==> src/hdl/lmd_defines.vh <==
`ifndef LMD_DEFINES_VH
`define LMD_DEFINES_VH

// Upper three slave address bits; the value is arbitrary.
`define LMD_DEV_CODE     3'h3

// Sensed connection of an address select pin, as two address bits.
`define LMD_SENSE_GND    2'h0
`define LMD_SENSE_VPLUS  2'h1
`define LMD_SENSE_SDA    2'h2
`define LMD_SENSE_SCL    2'h3

// Received data FIFO: flag bit plus one data byte, eight entries.
`define LMD_FIFO_WIDTH   9
`define LMD_FIFO_DEPTH   8

// Bit count of a byte on the serial bus, ack slot excluded.
`define LMD_BYTE_BITS    4'h8

// Display scan geometry.
`define LMD_ROWS         14
`define LMD_COLS         10
`define LMD_DIGIT_ROWS   7
`define LMD_PIXELS       140

// Multiplex clock rising edges per scanned row.
`define LMD_SCAN_DIV     16'h0040
// Multiplex clock rising edges per blink half period.
`define LMD_BLINK_TICKS  24'h07A120

`endif

==> src/hdl/lmd_serial_slave.v <==
// Behaviour
// Master starts transfers and drives clock.
// Data pin is input plus open drain.
// Clock pin is only ever an input.
// Start, address, command, data bytes, stop.
// Idle bus has both lines high.
// Data falling while clock high starts.
// Data rising while clock high frees bus.
// One bit per clock, stable while high.
// Ninth clock carries a low acknowledge.
// Device acknowledges every byte it receives; the code nacks a data byte when the FIFO is full.
// Master acknowledges bytes the device sends.
// Eighth bit: zero writes, one reads.
// Fixed code plus four sensed select bits.
// Scan timing comes from multiplex clock pin.
// Blink phase output is open drain.
// Font of 104 fixed, 24 loaded characters; the code holds no font and takes the pixels from digit_pixels.
// Four mono or two bicolour digits supported.
// Mono rows and columns shared by digit pairs.
// Bicolour digit uses fourteen rows, ten columns.
// Rows sink, columns source, conducting together.
// Stop after command only stores the pointer.
// First data byte goes to selected register.
// Foreign address: no acknowledge, ignore rest.
// Read bytes MSB first, change while clock low.
`timescale 1ns/10ps
`include "lmd_defines.vh"

module lmd_sync
#(
  parameter WIDTH = 1
)
(
  input  wire             core_clk,
  input  wire             nrst,
  input  wire [WIDTH-1:0] pin,
  output reg  [WIDTH-1:0] level
);
  reg [WIDTH-1:0] s1;
  reg [WIDTH-1:0] s2;
  reg [WIDTH-1:0] s3;
  integer         i;

  // Three stages; a bit takes a new level once stages two and three agree.
  always @(posedge core_clk)
  begin
    if (!nrst)
    begin
      s1    <= {WIDTH{1'b1}};
      s2    <= {WIDTH{1'b1}};
      s3    <= {WIDTH{1'b1}};
      level <= {WIDTH{1'b1}};
    end
    else
    begin
      s1 <= pin;
      s2 <= s1;
      s3 <= s2;
      for (i = 0; i < WIDTH; i = i + 1)
        if (s2[i] == s3[i])
          level[i] <= s3[i];
    end
  end
endmodule

module lmd_fifo
#(
  parameter WIDTH = 9,
  parameter DEPTH = 8,
  parameter AW    = 3
)
(
  input  wire             core_clk,
  input  wire             nrst,
  input  wire             in_valid,
  output wire             in_ready,
  input  wire [WIDTH-1:0] in_data,
  output wire             out_valid,
  input  wire             out_ready,
  output wire [WIDTH-1:0] out_data
);
  reg [WIDTH-1:0] mem [0:DEPTH-1];
  reg [AW-1:0]    wr_ptr;
  reg [AW-1:0]    rd_ptr;
  reg [AW:0]      count;
  wire            push;
  wire            pop;

  // Full and empty come straight from the fill count.
  assign in_ready  = (count != DEPTH[AW:0]);
  assign out_valid = (count != {(AW+1){1'b0}});
  assign out_data  = mem[rd_ptr];
  assign push      = in_valid & in_ready;
  assign pop       = out_valid & out_ready;

  // Pointers wrap at the depth, so the depth need not be a power of two.
  always @(posedge core_clk)
  begin
    if (!nrst)
    begin
      wr_ptr <= {AW{1'b0}};
      rd_ptr <= {AW{1'b0}};
      count  <= {(AW+1){1'b0}};
    end
    else
    begin
      if (push)
      begin
        mem[wr_ptr] <= in_data;
        wr_ptr <= (wr_ptr == DEPTH[AW-1:0] - 1'b1) ? {AW{1'b0}}
                                                   : wr_ptr + 1'b1;
      end
      if (pop)
        rd_ptr <= (rd_ptr == DEPTH[AW-1:0] - 1'b1) ? {AW{1'b0}}
                                                   : rd_ptr + 1'b1;
      if (push && !pop)
        count <= count + 1'b1;
      else if (pop && !push)
        count <= count - 1'b1;
    end
  end
endmodule

module lmd_serial_slave
#(
  parameter [2:0]  DEV_CODE    = `LMD_DEV_CODE,
  parameter [15:0] SCAN_DIV    = `LMD_SCAN_DIV,
  parameter [23:0] BLINK_TICKS = `LMD_BLINK_TICKS
)
(
  input  wire                      core_clk,
  input  wire                      nrst,
  input  wire                      scl_in,
  input  wire                      sda_in,
  output wire                      sda_out,
  output reg                       sda_oe_n,
  input  wire                      address_select_pin_low,
  input  wire                      address_select_pin_high,
  output reg  [7:0]                cmd_byte,
  output reg                       cmd_strobe,
  output wire                      rx_valid,
  input  wire                      rx_ready,
  output wire [`LMD_FIFO_WIDTH-1:0] rx_data,
  input  wire [7:0]                tx_data,
  output reg                       tx_take,
  input  wire                      multiplex_clock_input,
  input  wire [`LMD_PIXELS-1:0]    digit_pixels,
  output reg  [`LMD_ROWS-1:0]      row_sink_outputs,
  output reg  [`LMD_COLS-1:0]      column_source_outputs,
  output wire                      blink_out,
  output reg                       blink_oe_n
);
  localparam [2:0] S_IDLE = 3'h0;
  localparam [2:0] S_ADDR = 3'h1;
  localparam [2:0] S_AACK = 3'h2;
  localparam [2:0] S_RX   = 3'h3;
  localparam [2:0] S_DACK = 3'h4;
  localparam [2:0] S_TX   = 3'h5;
  localparam [2:0] S_MACK = 3'h6;

  wire [4:0] lv;
  wire       scl;
  wire       sda;
  wire       ad0;
  wire       ad1;
  wire       mck;
  reg        scl_d;
  reg        sda_d;
  reg        mck_d;
  wire       rise;
  wire       fall;
  wire       start_ev;
  wire       stop_ev;
  reg  [2:0] state;
  reg  [3:0] bits;
  reg  [7:0] shreg;
  reg        rw;
  reg        first_rx;
  reg        first_data;
  reg        ack_ok;
  reg        push;
  reg  [7:0] push_byte;
  reg        push_first;
  wire       fifo_in_ready;
  reg  [3:0] seen_hi;
  reg  [3:0] seen_lo;
  reg  [1:0] diff_sda;
  wire [3:0] own_low;

  // Pins are sampled only; the clock pin is never driven.
  lmd_sync #(.WIDTH(5)) u_sync (
    .core_clk (core_clk),
    .nrst     (nrst),
    .pin      ({multiplex_clock_input, address_select_pin_high,
                address_select_pin_low, sda_in, scl_in}),
    .level    (lv)
  );

  assign scl = lv[0];
  assign sda = lv[1];
  assign ad0 = lv[2];
  assign ad1 = lv[3];
  assign mck = lv[4];

  // The data pin only ever pulls low; the blink pin likewise.
  assign sda_out   = 1'b0;
  assign blink_out = 1'b0;

  // Bus edges and the start and stop conditions, seen with clock high.
  assign rise     = scl & ~scl_d;
  assign fall     = ~scl & scl_d;
  assign start_ev = scl & scl_d & sda_d & ~sda;
  assign stop_ev  = scl & scl_d & ~sda_d & sda;

  // Decodes one select pin from what it did during the address byte.
  function [1:0] sense;
    input hi;
    input lo;
    input dsda;
    begin
      if (!hi)
        sense = `LMD_SENSE_GND;
      else if (!lo)
        sense = `LMD_SENSE_VPLUS;
      else if (!dsda)
        sense = `LMD_SENSE_SDA;
      else
        sense = `LMD_SENSE_SCL;
    end
  endfunction

  assign own_low = {sense(seen_hi[1], seen_lo[1], diff_sda[1]),
                    sense(seen_hi[0], seen_lo[0], diff_sda[0])};

  // Received data bytes queue here; a full queue refuses the byte with a nack.
  lmd_fifo #(
    .WIDTH (`LMD_FIFO_WIDTH),
    .DEPTH (`LMD_FIFO_DEPTH),
    .AW    (3)
  ) u_fifo (
    .core_clk  (core_clk),
    .nrst      (nrst),
    .in_valid  (push),
    .in_ready  (fifo_in_ready),
    .in_data   ({push_first, push_byte}),
    .out_valid (rx_valid),
    .out_ready (rx_ready),
    .out_data  (rx_data)
  );

  // Serial slave sequencer; a stop or a start overrides any state.
  always @(posedge core_clk)
  begin
    if (!nrst)
    begin
      scl_d      <= 1'b1;
      sda_d      <= 1'b1;
      state      <= S_IDLE;
      bits       <= 4'h0;
      shreg      <= 8'h00;
      rw         <= 1'b0;
      first_rx   <= 1'b0;
      first_data <= 1'b0;
      ack_ok     <= 1'b0;
      sda_oe_n   <= 1'b1;
      cmd_byte   <= 8'h00;
      cmd_strobe <= 1'b0;
      tx_take    <= 1'b0;
      push       <= 1'b0;
      push_byte  <= 8'h00;
      push_first <= 1'b0;
      seen_hi    <= 4'h0;
      seen_lo    <= 4'h0;
      diff_sda   <= 2'h0;
    end
    else
    begin
      scl_d      <= scl;
      sda_d      <= sda;
      cmd_strobe <= 1'b0;
      tx_take    <= 1'b0;
      push       <= 1'b0;
      if (state == S_ADDR)
      begin
        seen_hi  <= seen_hi | {2'h0, ad1, ad0};
        seen_lo  <= seen_lo | {2'h0, ~ad1, ~ad0};
        diff_sda <= diff_sda | {ad1 ^ sda, ad0 ^ sda};
      end
      if (stop_ev)
      begin
        state    <= S_IDLE;
        sda_oe_n <= 1'b1;
      end
      else if (start_ev)
      begin
        state    <= S_ADDR;
        bits     <= 4'h0;
        sda_oe_n <= 1'b1;
        seen_hi  <= 4'h0;
        seen_lo  <= 4'h0;
        diff_sda <= 2'h0;
      end
      else
      begin
        case (state)
          S_IDLE:
            sda_oe_n <= 1'b1;
          S_ADDR:
          begin
            if (rise)
            begin
              shreg <= {shreg[6:0], sda};
              bits  <= bits + 4'h1;
            end
            else if (fall && bits == `LMD_BYTE_BITS)
            begin
              rw <= shreg[0];
              if (shreg[7:1] == {DEV_CODE, own_low})
              begin
                state    <= S_AACK;
                sda_oe_n <= 1'b0;
              end
              else
                state <= S_IDLE;
            end
          end
          S_AACK:
            if (fall)
            begin
              bits <= 4'h0;
              if (rw)
              begin
                shreg    <= tx_data;
                tx_take  <= 1'b1;
                sda_oe_n <= tx_data[7];
                state    <= S_TX;
              end
              else
              begin
                sda_oe_n <= 1'b1;
                first_rx <= 1'b1;
                state    <= S_RX;
              end
            end
          S_RX:
            if (rise)
            begin
              shreg <= {shreg[6:0], sda};
              bits  <= bits + 4'h1;
            end
            else if (fall && bits == `LMD_BYTE_BITS)
            begin
              first_rx <= 1'b0;
              state    <= S_DACK;
              if (first_rx)
              begin
                cmd_byte   <= shreg;
                cmd_strobe <= 1'b1;
                first_data <= 1'b1;
                ack_ok     <= 1'b1;
                sda_oe_n   <= 1'b0;
              end
              else if (fifo_in_ready)
              begin
                push       <= 1'b1;
                push_byte  <= shreg;
                push_first <= first_data;
                first_data <= 1'b0;
                ack_ok     <= 1'b1;
                sda_oe_n   <= 1'b0;
              end
              else
                ack_ok <= 1'b0;
            end
          S_DACK:
            if (fall)
            begin
              sda_oe_n <= 1'b1;
              bits     <= 4'h0;
              state    <= ack_ok ? S_RX : S_IDLE;
            end
          S_TX:
            if (fall)
            begin
              bits <= bits + 4'h1;
              if (bits == `LMD_BYTE_BITS - 4'h1)
              begin
                sda_oe_n <= 1'b1;
                state    <= S_MACK;
              end
              else
              begin
                shreg    <= {shreg[6:0], 1'b0};
                sda_oe_n <= shreg[6];
              end
            end
          S_MACK:
            if (rise)
              ack_ok <= ~sda;
            else if (fall)
            begin
              bits <= 4'h0;
              if (ack_ok)
              begin
                shreg    <= tx_data;
                tx_take  <= 1'b1;
                sda_oe_n <= tx_data[7];
                state    <= S_TX;
              end
              else
                state <= S_IDLE;
            end
          default:
          begin
            state    <= S_IDLE;
            sda_oe_n <= 1'b1;
          end
        endcase
      end
    end
  end

  reg  [15:0] scan_cnt;
  reg  [23:0] blink_cnt;
  reg  [3:0]  row;
  reg         blink_phase;
  wire        mtick;
  wire [3:0]  row_in_digit;
  wire [7:0]  pix_base;

  // Scan advances on rising edges of the multiplex clock.
  assign mtick        = mck & ~mck_d;
  assign row_in_digit = (row < 4'h7) ? row : row - 4'h7;
  assign pix_base     = ((row < 4'h7) ? 8'h00 : 8'h46)
                        + {4'h0, row_in_digit} * 8'h05;

  // Rows sink one at a time; columns source the pair sharing that row.
  always @(posedge core_clk)
  begin
    if (!nrst)
    begin
      mck_d                 <= 1'b1; // Matches the synchroniser preset.
      scan_cnt              <= 16'h0000;
      blink_cnt             <= 24'h000000;
      row                   <= 4'h0;
      blink_phase           <= 1'b0;
      blink_oe_n            <= 1'b1;
      row_sink_outputs      <= {`LMD_ROWS{1'b0}};
      column_source_outputs <= {`LMD_COLS{1'b0}};
    end
    else
    begin
      mck_d      <= mck;
      blink_oe_n <= blink_phase;
      if (mtick)
      begin
        if (blink_cnt == BLINK_TICKS - 24'h1)
        begin
          blink_cnt   <= 24'h000000;
          blink_phase <= ~blink_phase;
        end
        else
          blink_cnt <= blink_cnt + 24'h1;
        if (scan_cnt == SCAN_DIV - 16'h1)
        begin
          scan_cnt <= 16'h0000;
          row      <= (row == `LMD_ROWS - 1) ? 4'h0 : row + 4'h1;
        end
        else
          scan_cnt <= scan_cnt + 16'h1;
      end
      row_sink_outputs <= {{(`LMD_ROWS-1){1'b0}}, 1'b1} << row;
      column_source_outputs <= {digit_pixels[pix_base + 8'h23 +: 5],
                                digit_pixels[pix_base +: 5]};
    end
  end
endmodule

==> config.mk <==
export PLATFORM = sky130hd
export DESIGN_NAME = lmd_serial_slave
export DESIGN_NICKNAME = d
export VERILOG_FILES = /design/src/hdl/lmd_serial_slave.v
export VERILOG_INCLUDE_DIRS = /design/src /design/src/hdl
export SDC_FILE = /design/constraint.sdc
export NUM_CORES = 1
export LEC_CHECK = 0
export ABC_AREA = 1
export ABC_CLOCK_PERIOD_IN_PS = 6000
export BUFFER_PORTS_ARGS = -buffer_cell sky130_fd_sc_hd__buf_2
export CORE_AREA = 8 8 153 227
export DETAILED_ROUTE_END_ITERATION = 10
export DIE_AREA = 0 0 161 235
export PLACE_DENSITY = 0.81
export SLEW_MARGIN = 40
export SYNTH_ARGS = -nofsm -noshare
export SYNTH_HDL_FRONTEND = slang
export SYNTH_HIERARCHICAL = 1
export SYNTH_SLANG_ARGS = --single-unit
==> constraint.sdc <==
create_clock -name core_clk -period 6 [get_ports core_clk]
set_input_delay 0.6 -clock core_clk [delete_from_list [all_inputs] [get_ports core_clk]]
set_output_delay 0.6 -clock core_clk [all_outputs]
set_load 0.1 [all_outputs]
==> results of run 1 <==
-- kinds of logic after synthesis --
logic type | synth area share [%]
and+or+nand+nor | 43.4
other | 0.0202
DFF | 28.0
buffers and inverters | 10.7
muxes | 0.484
AOI/OAI and AO/OA | 14.6
xor gates and xnor gates | 1.08
adders and majority gates | 1.76
-- worst reg2reg max path, stage by stage (launching register included) --
cell	delay (ns)
dfxtp_1	0.50
ha_1	0.28
nand2_4	0.11
nand2_8	0.15
nand2_4	0.08
nand2_4	0.41
nor2_1	0.11
ha_1	0.25
ha_1	0.37
a21oi_1	0.20
nand2_1	0.07
nand2_1	0.08
and2_1	0.61
inv_1	0.41
nand2_1	0.19
inv_2	0.06
nor2_4	0.27
inv_2	0.23
nor2_2	0.26
inv_2	0.09
nor2_1	0.17
o21ai_1	0.10
a21oi_1	0.20
nand2_1	0.08
inv_1	0.05
-- registers in the layout, indices dropped and copies added, names as in the netlist, 3 cells and up, named ones only --
register	count
u_fifo/mem	72
blink_cnt	24
scan_cnt	16
row_sink_outputs	14
column_source_outputs	10
cmd_byte	8
push_byte	8
shreg	8
u_sync/level	5
u_sync/s1	5
u_sync/s2	5
u_sync/s3	5
bits	4
row	4
u_fifo/count	4
state	3
u_fifo/rd_ptr	3
u_fifo/wr_ptr	3
-- area by class of cell --
type                            count  area (um2)
Inverter                          271        1020
Antenna cell                        5        12.5
Multi-Input combinational cell   2466       11400
Tap cell                          410         513
Timing Repair Buffer              234        1330
Clock inverter                     13         180
Sequential cell                   224        5210
Clock buffer                       24         567
Fill cell                        2916       11200
-- layout by cell type, fill, tap and decap left out, types with 22 or more instances in the layout --
| cell | n |
|---|---|
| edfxtp_1 | 72 |
| o21ai_0 | 174 |
| ha_1 | 22 |
| nor2_1 | 275 |
| dfxtp_1 | 151 |
| buf_4 | 25 |
| o211ai_1 | 67 |
| nor3_1 | 39 |
| nand3_1 | 439 |
| buf_2 | 201 |
| a21oi_1 | 146 |
| nand2_1 | 1082 |
| inv_1 | 252 |
| o21ai_1 | 68 |
-- how the worst max path moves through the flow --
stage | endpoint | start
3_3_place_gp | column_source_outputs[6]$_SDFF_PN0_ | row[0]$_SDFFE_PN0P_
5_1_grt | column_source_outputs[6]$_SDFF_PN0_ | row[2]$_SDFFE_PN0P_
6_report | column_source_outputs[6]$_SDFF_PN0_ | row[0]$_SDFFE_PN0P_
3_5_place_dp | column_source_outputs[6]$_SDFF_PN0_ | row[0]$_SDFFE_PN0P_
4_1_cts | column_source_outputs[6]$_SDFF_PN0_ | row[0]$_SDFFE_PN0P_
2_1_floorplan | column_source_outputs[6]$_SDFF_PN0_ | row[0]$_SDFFE_PN0P_
-- stage by stage --
stage / power (mW) / utilization [%] / hold slack (ns)
after floorplan: 2.76 / - / 0.380
after global routing: 4.69 / 64.5 / 0.272
after CTS: 4.50 / 64.4 / 0.255
after detailed placement: 3.09 / 62.0 / 0.392
after global placement: 3.05 / 62.0 / 0.382
final: 4.53 / 64.5 / 0.266
-- routing by layer --
layer,up-vias,GRT usage [%]
met5,-,0
met4,2,30.8
met3,409,8.26
met2,1611,69.1
met1,10300,44.3
li1,10500,-
-- report_power, final --
group	leakage (nW)	switching [mW]	internal (mW)
logic	7.51	1.15	0.317
registers	2.03	0.0606	1.59
clock network	0.365	0.590	0.822
total	9.90	1.80	2.73
==> run metrics, run 1 <==
hold buffers post-CTS=0; clk buf depth=3; Max-slew headroom=41.3%; share of layout cells above drive strength 1=10.2%; Met2 Wirelength=38200 um; crit path time final=approximately 5.4 ns; final hold viol count=0; Ports=roughly 200; Slowest-stage cell, CP=and2_1; Via Count=roughly 23000; most used cell, CP=nand2_1; cell with the most instances after synthesis=nand2_1; FP Rows=80; cell area after layout=between 20000 and 25000 um2; routability cong.=about 1.1; WL met3=between 8000 and 9000 um; Distinct cells, synth=55; Die X-Extent=161 um; crit end category=flop; P&R area growth vs syn=8.93%; worst r2r path cells=24; WS Path Type=flop to flop; ANT nets after route=0; r2r startpoint=row[0]$_SDFFE_PN0P_; EDFF count, synth=72; Reg clk slew, reported paths=0.07 ns; f_max=0.186 GHz; Die Y=between 200 and 250 um; die area=37800 um2; Cell Area, Placed=19500 um2; Slew Viols, Final=0; nets=between 3000 and 4000; Max-Cap Viols=0; crit-path max FO=between 40 and 50; Worst Clk Skew=around 0.013 ns; initial DRC count=around 3300; Ys Warns=6; critical path depth=24; measured slew at the worst slew-check pin=between 0.8 and 0.9 ns; Area contributors post-synth=nand2_1 (22%), dfxtp_1 (16%), nand3_1 (12%), edfxtp_1 (12%), nor2_1 (5.7%); Post-Syn Instances=~3100; post-route setup slack=~0.63 ns; final wirelength=approximately 80000 um; CTS sink count=224; Final Instance Count excl. Fillers=around 3600; DR top layer=met5; Worst R2R End=column_source_outputs[6]$_SDFF_PN0_; area leader, netlist=nand2_1; Setup violations, final=0; clk_lat worst skew=between 0.5 and 0.6 ns; leakage=slightly below 10 nW; Core Area=approximately 31000 um2; Clock H-tree levels=1; Synth top area share=21.8%; Total Routing Usage GR=between 40% and 50%; vias in the first global route=~22000; Async SR Flop Fraction=0%; post-DP HPWL=57800 um; pre-CTS setup slack=~0.88 ns; IO buf count=about 200; top_reg_cell synth=dfxtp_1; top cells by count, synth=nand2_1 (1082), nand3_1 (439), nor2_1 (281); largest net degree at the start of global routing=95; Worst EP arrival=5.82 ns; Setup Buffers After CTS=0; Worst setup SP type=flop; Num CTS Buffers=21; flops & latches, synth=224; Initial Util=59.2%; reg2reg setup slack=approximately 0.63 ns; min-delay src=address_select_pin_low; Seq/Total Area, Yosys=approximately 28%; drt first pass iters=6; Worst Path Required=approximately 6.5 ns; Synth Cell Area=~19000 um2; initial antenna violation count=5; first-pass GRT wire length=roughly 120000 um; hold worst-path end=u_sync/s1[2]$_SDFF_PN1_; root buf cell=clkbuf_16; drt wl/cell=~22 um; CP Cell Sequence=ha_1, nand2_4, nand2_8, nand2_4, nand2_4, nor2_1, ha_1, ha_1, a21oi_1, nand2_1, nand2_1, and2_1, inv_1, nand2_1, inv_2, nor2_4, inv_2, nor2_2, inv_2, nor2_1, o21ai_1, a21oi_1, nand2_1, inv_1; vias per cell=6.25; Power Density=224 nW/um2; WHS Path Cells=3; Tcrit/Tclk final=approximately 90%; outcome=finished, final reports clean; # DRC=0; kind of cell adding the most delay to the critical path=simple AND/OR/NAND/NOR gates; Worst Hold Class=input port to flop; CTS tree=yes; Buf/Inv on CP=5; WL met1=about 27000 um; peak per-stage delay on the critical path=0.61 ns; # placed instances=between 3000 and 4000; RSZ-0062 raised after global routing=false; syn_area_per_cell=5.93 um2; post-cts sizing count=0; gr ovfl total=0; worst vdd ir=0.399 mV; setup TNS=0 ns
Note: power is estimated with default switching activity, not from simulation.
==> inputs of run 2 (changes only) <==
- CORE_AREA: 8 8 153 227 -> 4 4 156 233
- DIE_AREA: 0 0 161 235 -> 0 0 160 237
- PLACE_DENSITY: 0.81 -> 0.75
==> run 2 against run 1 <==
Effect of this change:
- clock-buffer cell count is 4 higher
- sequential share of layout area is 0.12 points higher
- die area is 0.22% higher
- power is 3.3% lower
- final area is 0.46% lower
- hold slack worse by 0.0045 ns
- sequential power hardly changed
- critical path depth stayed put
- combinational power hardly changed
- critical path type unchanged
- largest power group unchanged
==> run metrics, run 2 (synthesis results as in run 1) <==
Worst Clk Skew=0.0135 ns (was 0.0129 ns); largest net degree at the start of global routing=108 (was 95); Worst R2R End=column_source_outputs[6]$_SDFF_PN0_ (unchanged); worst vdd ir=0.397 mV (was 0.399 mV); commonest non-fill, non-tap cell in the layout=nand2_1 (unchanged); Initial Util=54.3% (was 59.2%); final wirelength=76700 um (was 79900 um); hold buffers post-CTS=0 (unchanged); Power Density=217 nW/um2 (was 224 nW/um2); routability cong.=1.05 (was 1.06); RSZ-0062 raised after global routing=false (unchanged); first-pass GRT wire length=115000 um (was 123000 um); Via Count=22300 (was 22800); CTS sink count=224 (unchanged); WS Path Type=flop to flop (unchanged); share of layout cells above drive strength 1=9.85% (was 10.2%); most frequent cells in the layout=nand2_1 (1082), nand3_1 (439), nor2_1 (275) (unchanged); crit path time final=4.94 ns (was 5.37 ns); # DRC=0 (unchanged); Clock H-tree levels=1 (unchanged); Die X-Extent=160 um (was 161 um); Register Area=5210 um2 (unchanged); outcome=finished, final reports clean (unchanged); P&R area growth vs syn=8.43% (was 8.93%); vias in the first global route=20900 (was 21900); Worst setup SP type=flop (unchanged); die area=37900 um2 (was 37800 um2); initial DRC count=2560 (was 3294); vias per cell=6.08 (was 6.25); Num CTS Buffers=20 (was 21); Core Area=34300 um2 (was 31400 um2); Worst EP arrival=5.40 ns (was 5.82 ns); Max-slew headroom=38.1% (was 41.3%); area of the multi-input gates=11400 um2 (about the same); Cell Area, Placed=19500 um2 (about the same); worst r2r path cells=24 (unchanged); IO buf count=201 (unchanged); Tcrit/Tclk final=82.3% (was 89.5%); Final Instance Count excl. Fillers=3663 (was 3647); crit-path max FO=15 (was 46); drt first pass iters=6 (unchanged); final core utilization=58.8% (was 64.5%); Slew Viols, Final=0 (unchanged); Worst Path Required=6.46 ns (about the same); gr ovfl total=0 (unchanged); f_max=0.203 GHz (was 0.186 GHz); clk buf depth=3 (unchanged); setup TNS=0 ns (unchanged); root buf cell=clkbuf_16 (unchanged); post-DP HPWL=57600 um (was 57800 um); nets=3394 (was 3399); measured slew at the worst slew-check pin=0.927 ns (was 0.872 ns); reg2reg setup slack=1.06 ns (was 0.63 ns); fill count=3405 (was 2916); biggest regs=u_fifo/mem x72, blink_cnt x24, scan_cnt x16 (unchanged); initial antenna violation count=12 (was 5); FP Rows=83 (was 80); min-delay src=address_select_pin_low (unchanged); Reg clk slew, reported paths=0.07 ns (about the same); Die Y=237 um (was 235 um); ANT nets after route=0 (unchanged); Worst Hold Class=input port to flop (unchanged); WHS Path Cells=3 (unchanged); r2r startpoint=row[2]$_SDFFE_PN0P_ (was row[0]$_SDFFE_PN0P_); CTS tree=yes (unchanged); Total Routing Usage GR=38.4% (was 40.9%); # placed instances=3616 (was 3605); leakage=9.83 nW (was 9.90 nW); Reg with most FFs=u_fifo/mem (unchanged); crit end category=flop (unchanged); Setup violations, final=0 (unchanged); Setup Buffers After CTS=0 (unchanged); hold worst-path end=u_sync/s1[2]$_SDFF_PN1_ (unchanged); post-cts sizing count=0 (unchanged); final hold viol count=0 (unchanged); cell area after layout=20200 um2 (was 20300 um2); clk_lat worst skew=0.51 ns (was 0.52 ns); Hold Slack=0.261 ns (was 0.266 ns); Ports=204 (unchanged); drt wl/cell=20.9 um (was 21.9 um); Max-Cap Viols=0 (unchanged); Largest register FFs=72 (unchanged)
==> run 2: cell type report <==
type	instances	share of cell area [%]
multi-input combinational	2466	56.7
sequential	224	25.8
timing repair buffer	230	6.33
inverter	271	5.07
clock buffer	28	2.74
tap	425	2.64
clock inverter	8	0.534
antenna	11	0.136
==> run 2: per-stage QoR <==
stage          power (mW)  setup slack (ns)
2_1_floorplan        2.76              1.59
3_3_place_gp         3.07              1.26
3_5_place_dp         3.09              1.15
4_1_cts              4.39              1.16
5_1_grt              4.55             0.712
6_report             4.38              1.06
==> run 2: how the worst max path moves through the flow <==
stage / from / endpoint / slack (ns) / depth (start not counted)
CTS: row[0]$_SDFFE_PN0P_ / column_source_outputs[5]$_SDFF_PN0_ / 1.16 / 22
finish: row[2]$_SDFFE_PN0P_ / column_source_outputs[6]$_SDFF_PN0_ / 1.06 / 24
global route: row[2]$_SDFFE_PN0P_ / column_source_outputs[6]$_SDFF_PN0_ / 0.71 / 24
floorplan: row[0]$_SDFFE_PN0P_ / column_source_outputs[6]$_SDFF_PN0_ / 1.59 / 27
detailed placement: row[0]$_SDFFE_PN0P_ / column_source_outputs[5]$_SDFF_PN0_ / 1.15 / 22
global placement: row[0]$_SDFFE_PN0P_ / column_source_outputs[6]$_SDFF_PN0_ / 1.26 / 23
==> run 2: power by group <==
part | switching (mW) | internal [mW] | total [mW]
combinational | 1.12 | 0.315 | 1.44
clock | 0.559 | 0.737 | 1.30
sequential | 0.0575 | 1.59 | 1.65
total | 1.74 | 2.64 | 4.38
==> run 2: layer usage <==
layer / wire (um) / GRT usage, % / share of wire, % / vias up
li1: - / - / - / 10500
met1: 26600 / 40.9 / 35 / 10200
met2: 37200 / 66.9 / 49 / 1228
met3: 5410 / 6.34 / 7.1 / 364
met4: 7460 / 30.8 / 9.7 / 2
met5: 13 / 0 / 0.017 / -
==> run 2: worst max-delay path: stages, from the launching register on <==
cell and delay, ns:
dfxtp_1 0.71, nand2_4 0.17, nand2_8 0.14, inv_1 0.07
o22ai_1 0.26, xor2_1 0.19, inv_1 0.06, ha_1 0.24
ha_1 0.32, nand3_1 0.12, nand2_1 0.06, nand2_1 0.08
and2_1 0.58, inv_1 0.39, nand2_1 0.19, inv_2 0.06
nor2_4 0.18, inv_2 0.17, nor2_2 0.24, inv_2 0.08
nor2_1 0.16, o21ai_1 0.09, a21oi_1 0.19, nand2_1 0.08
inv_1 0.05
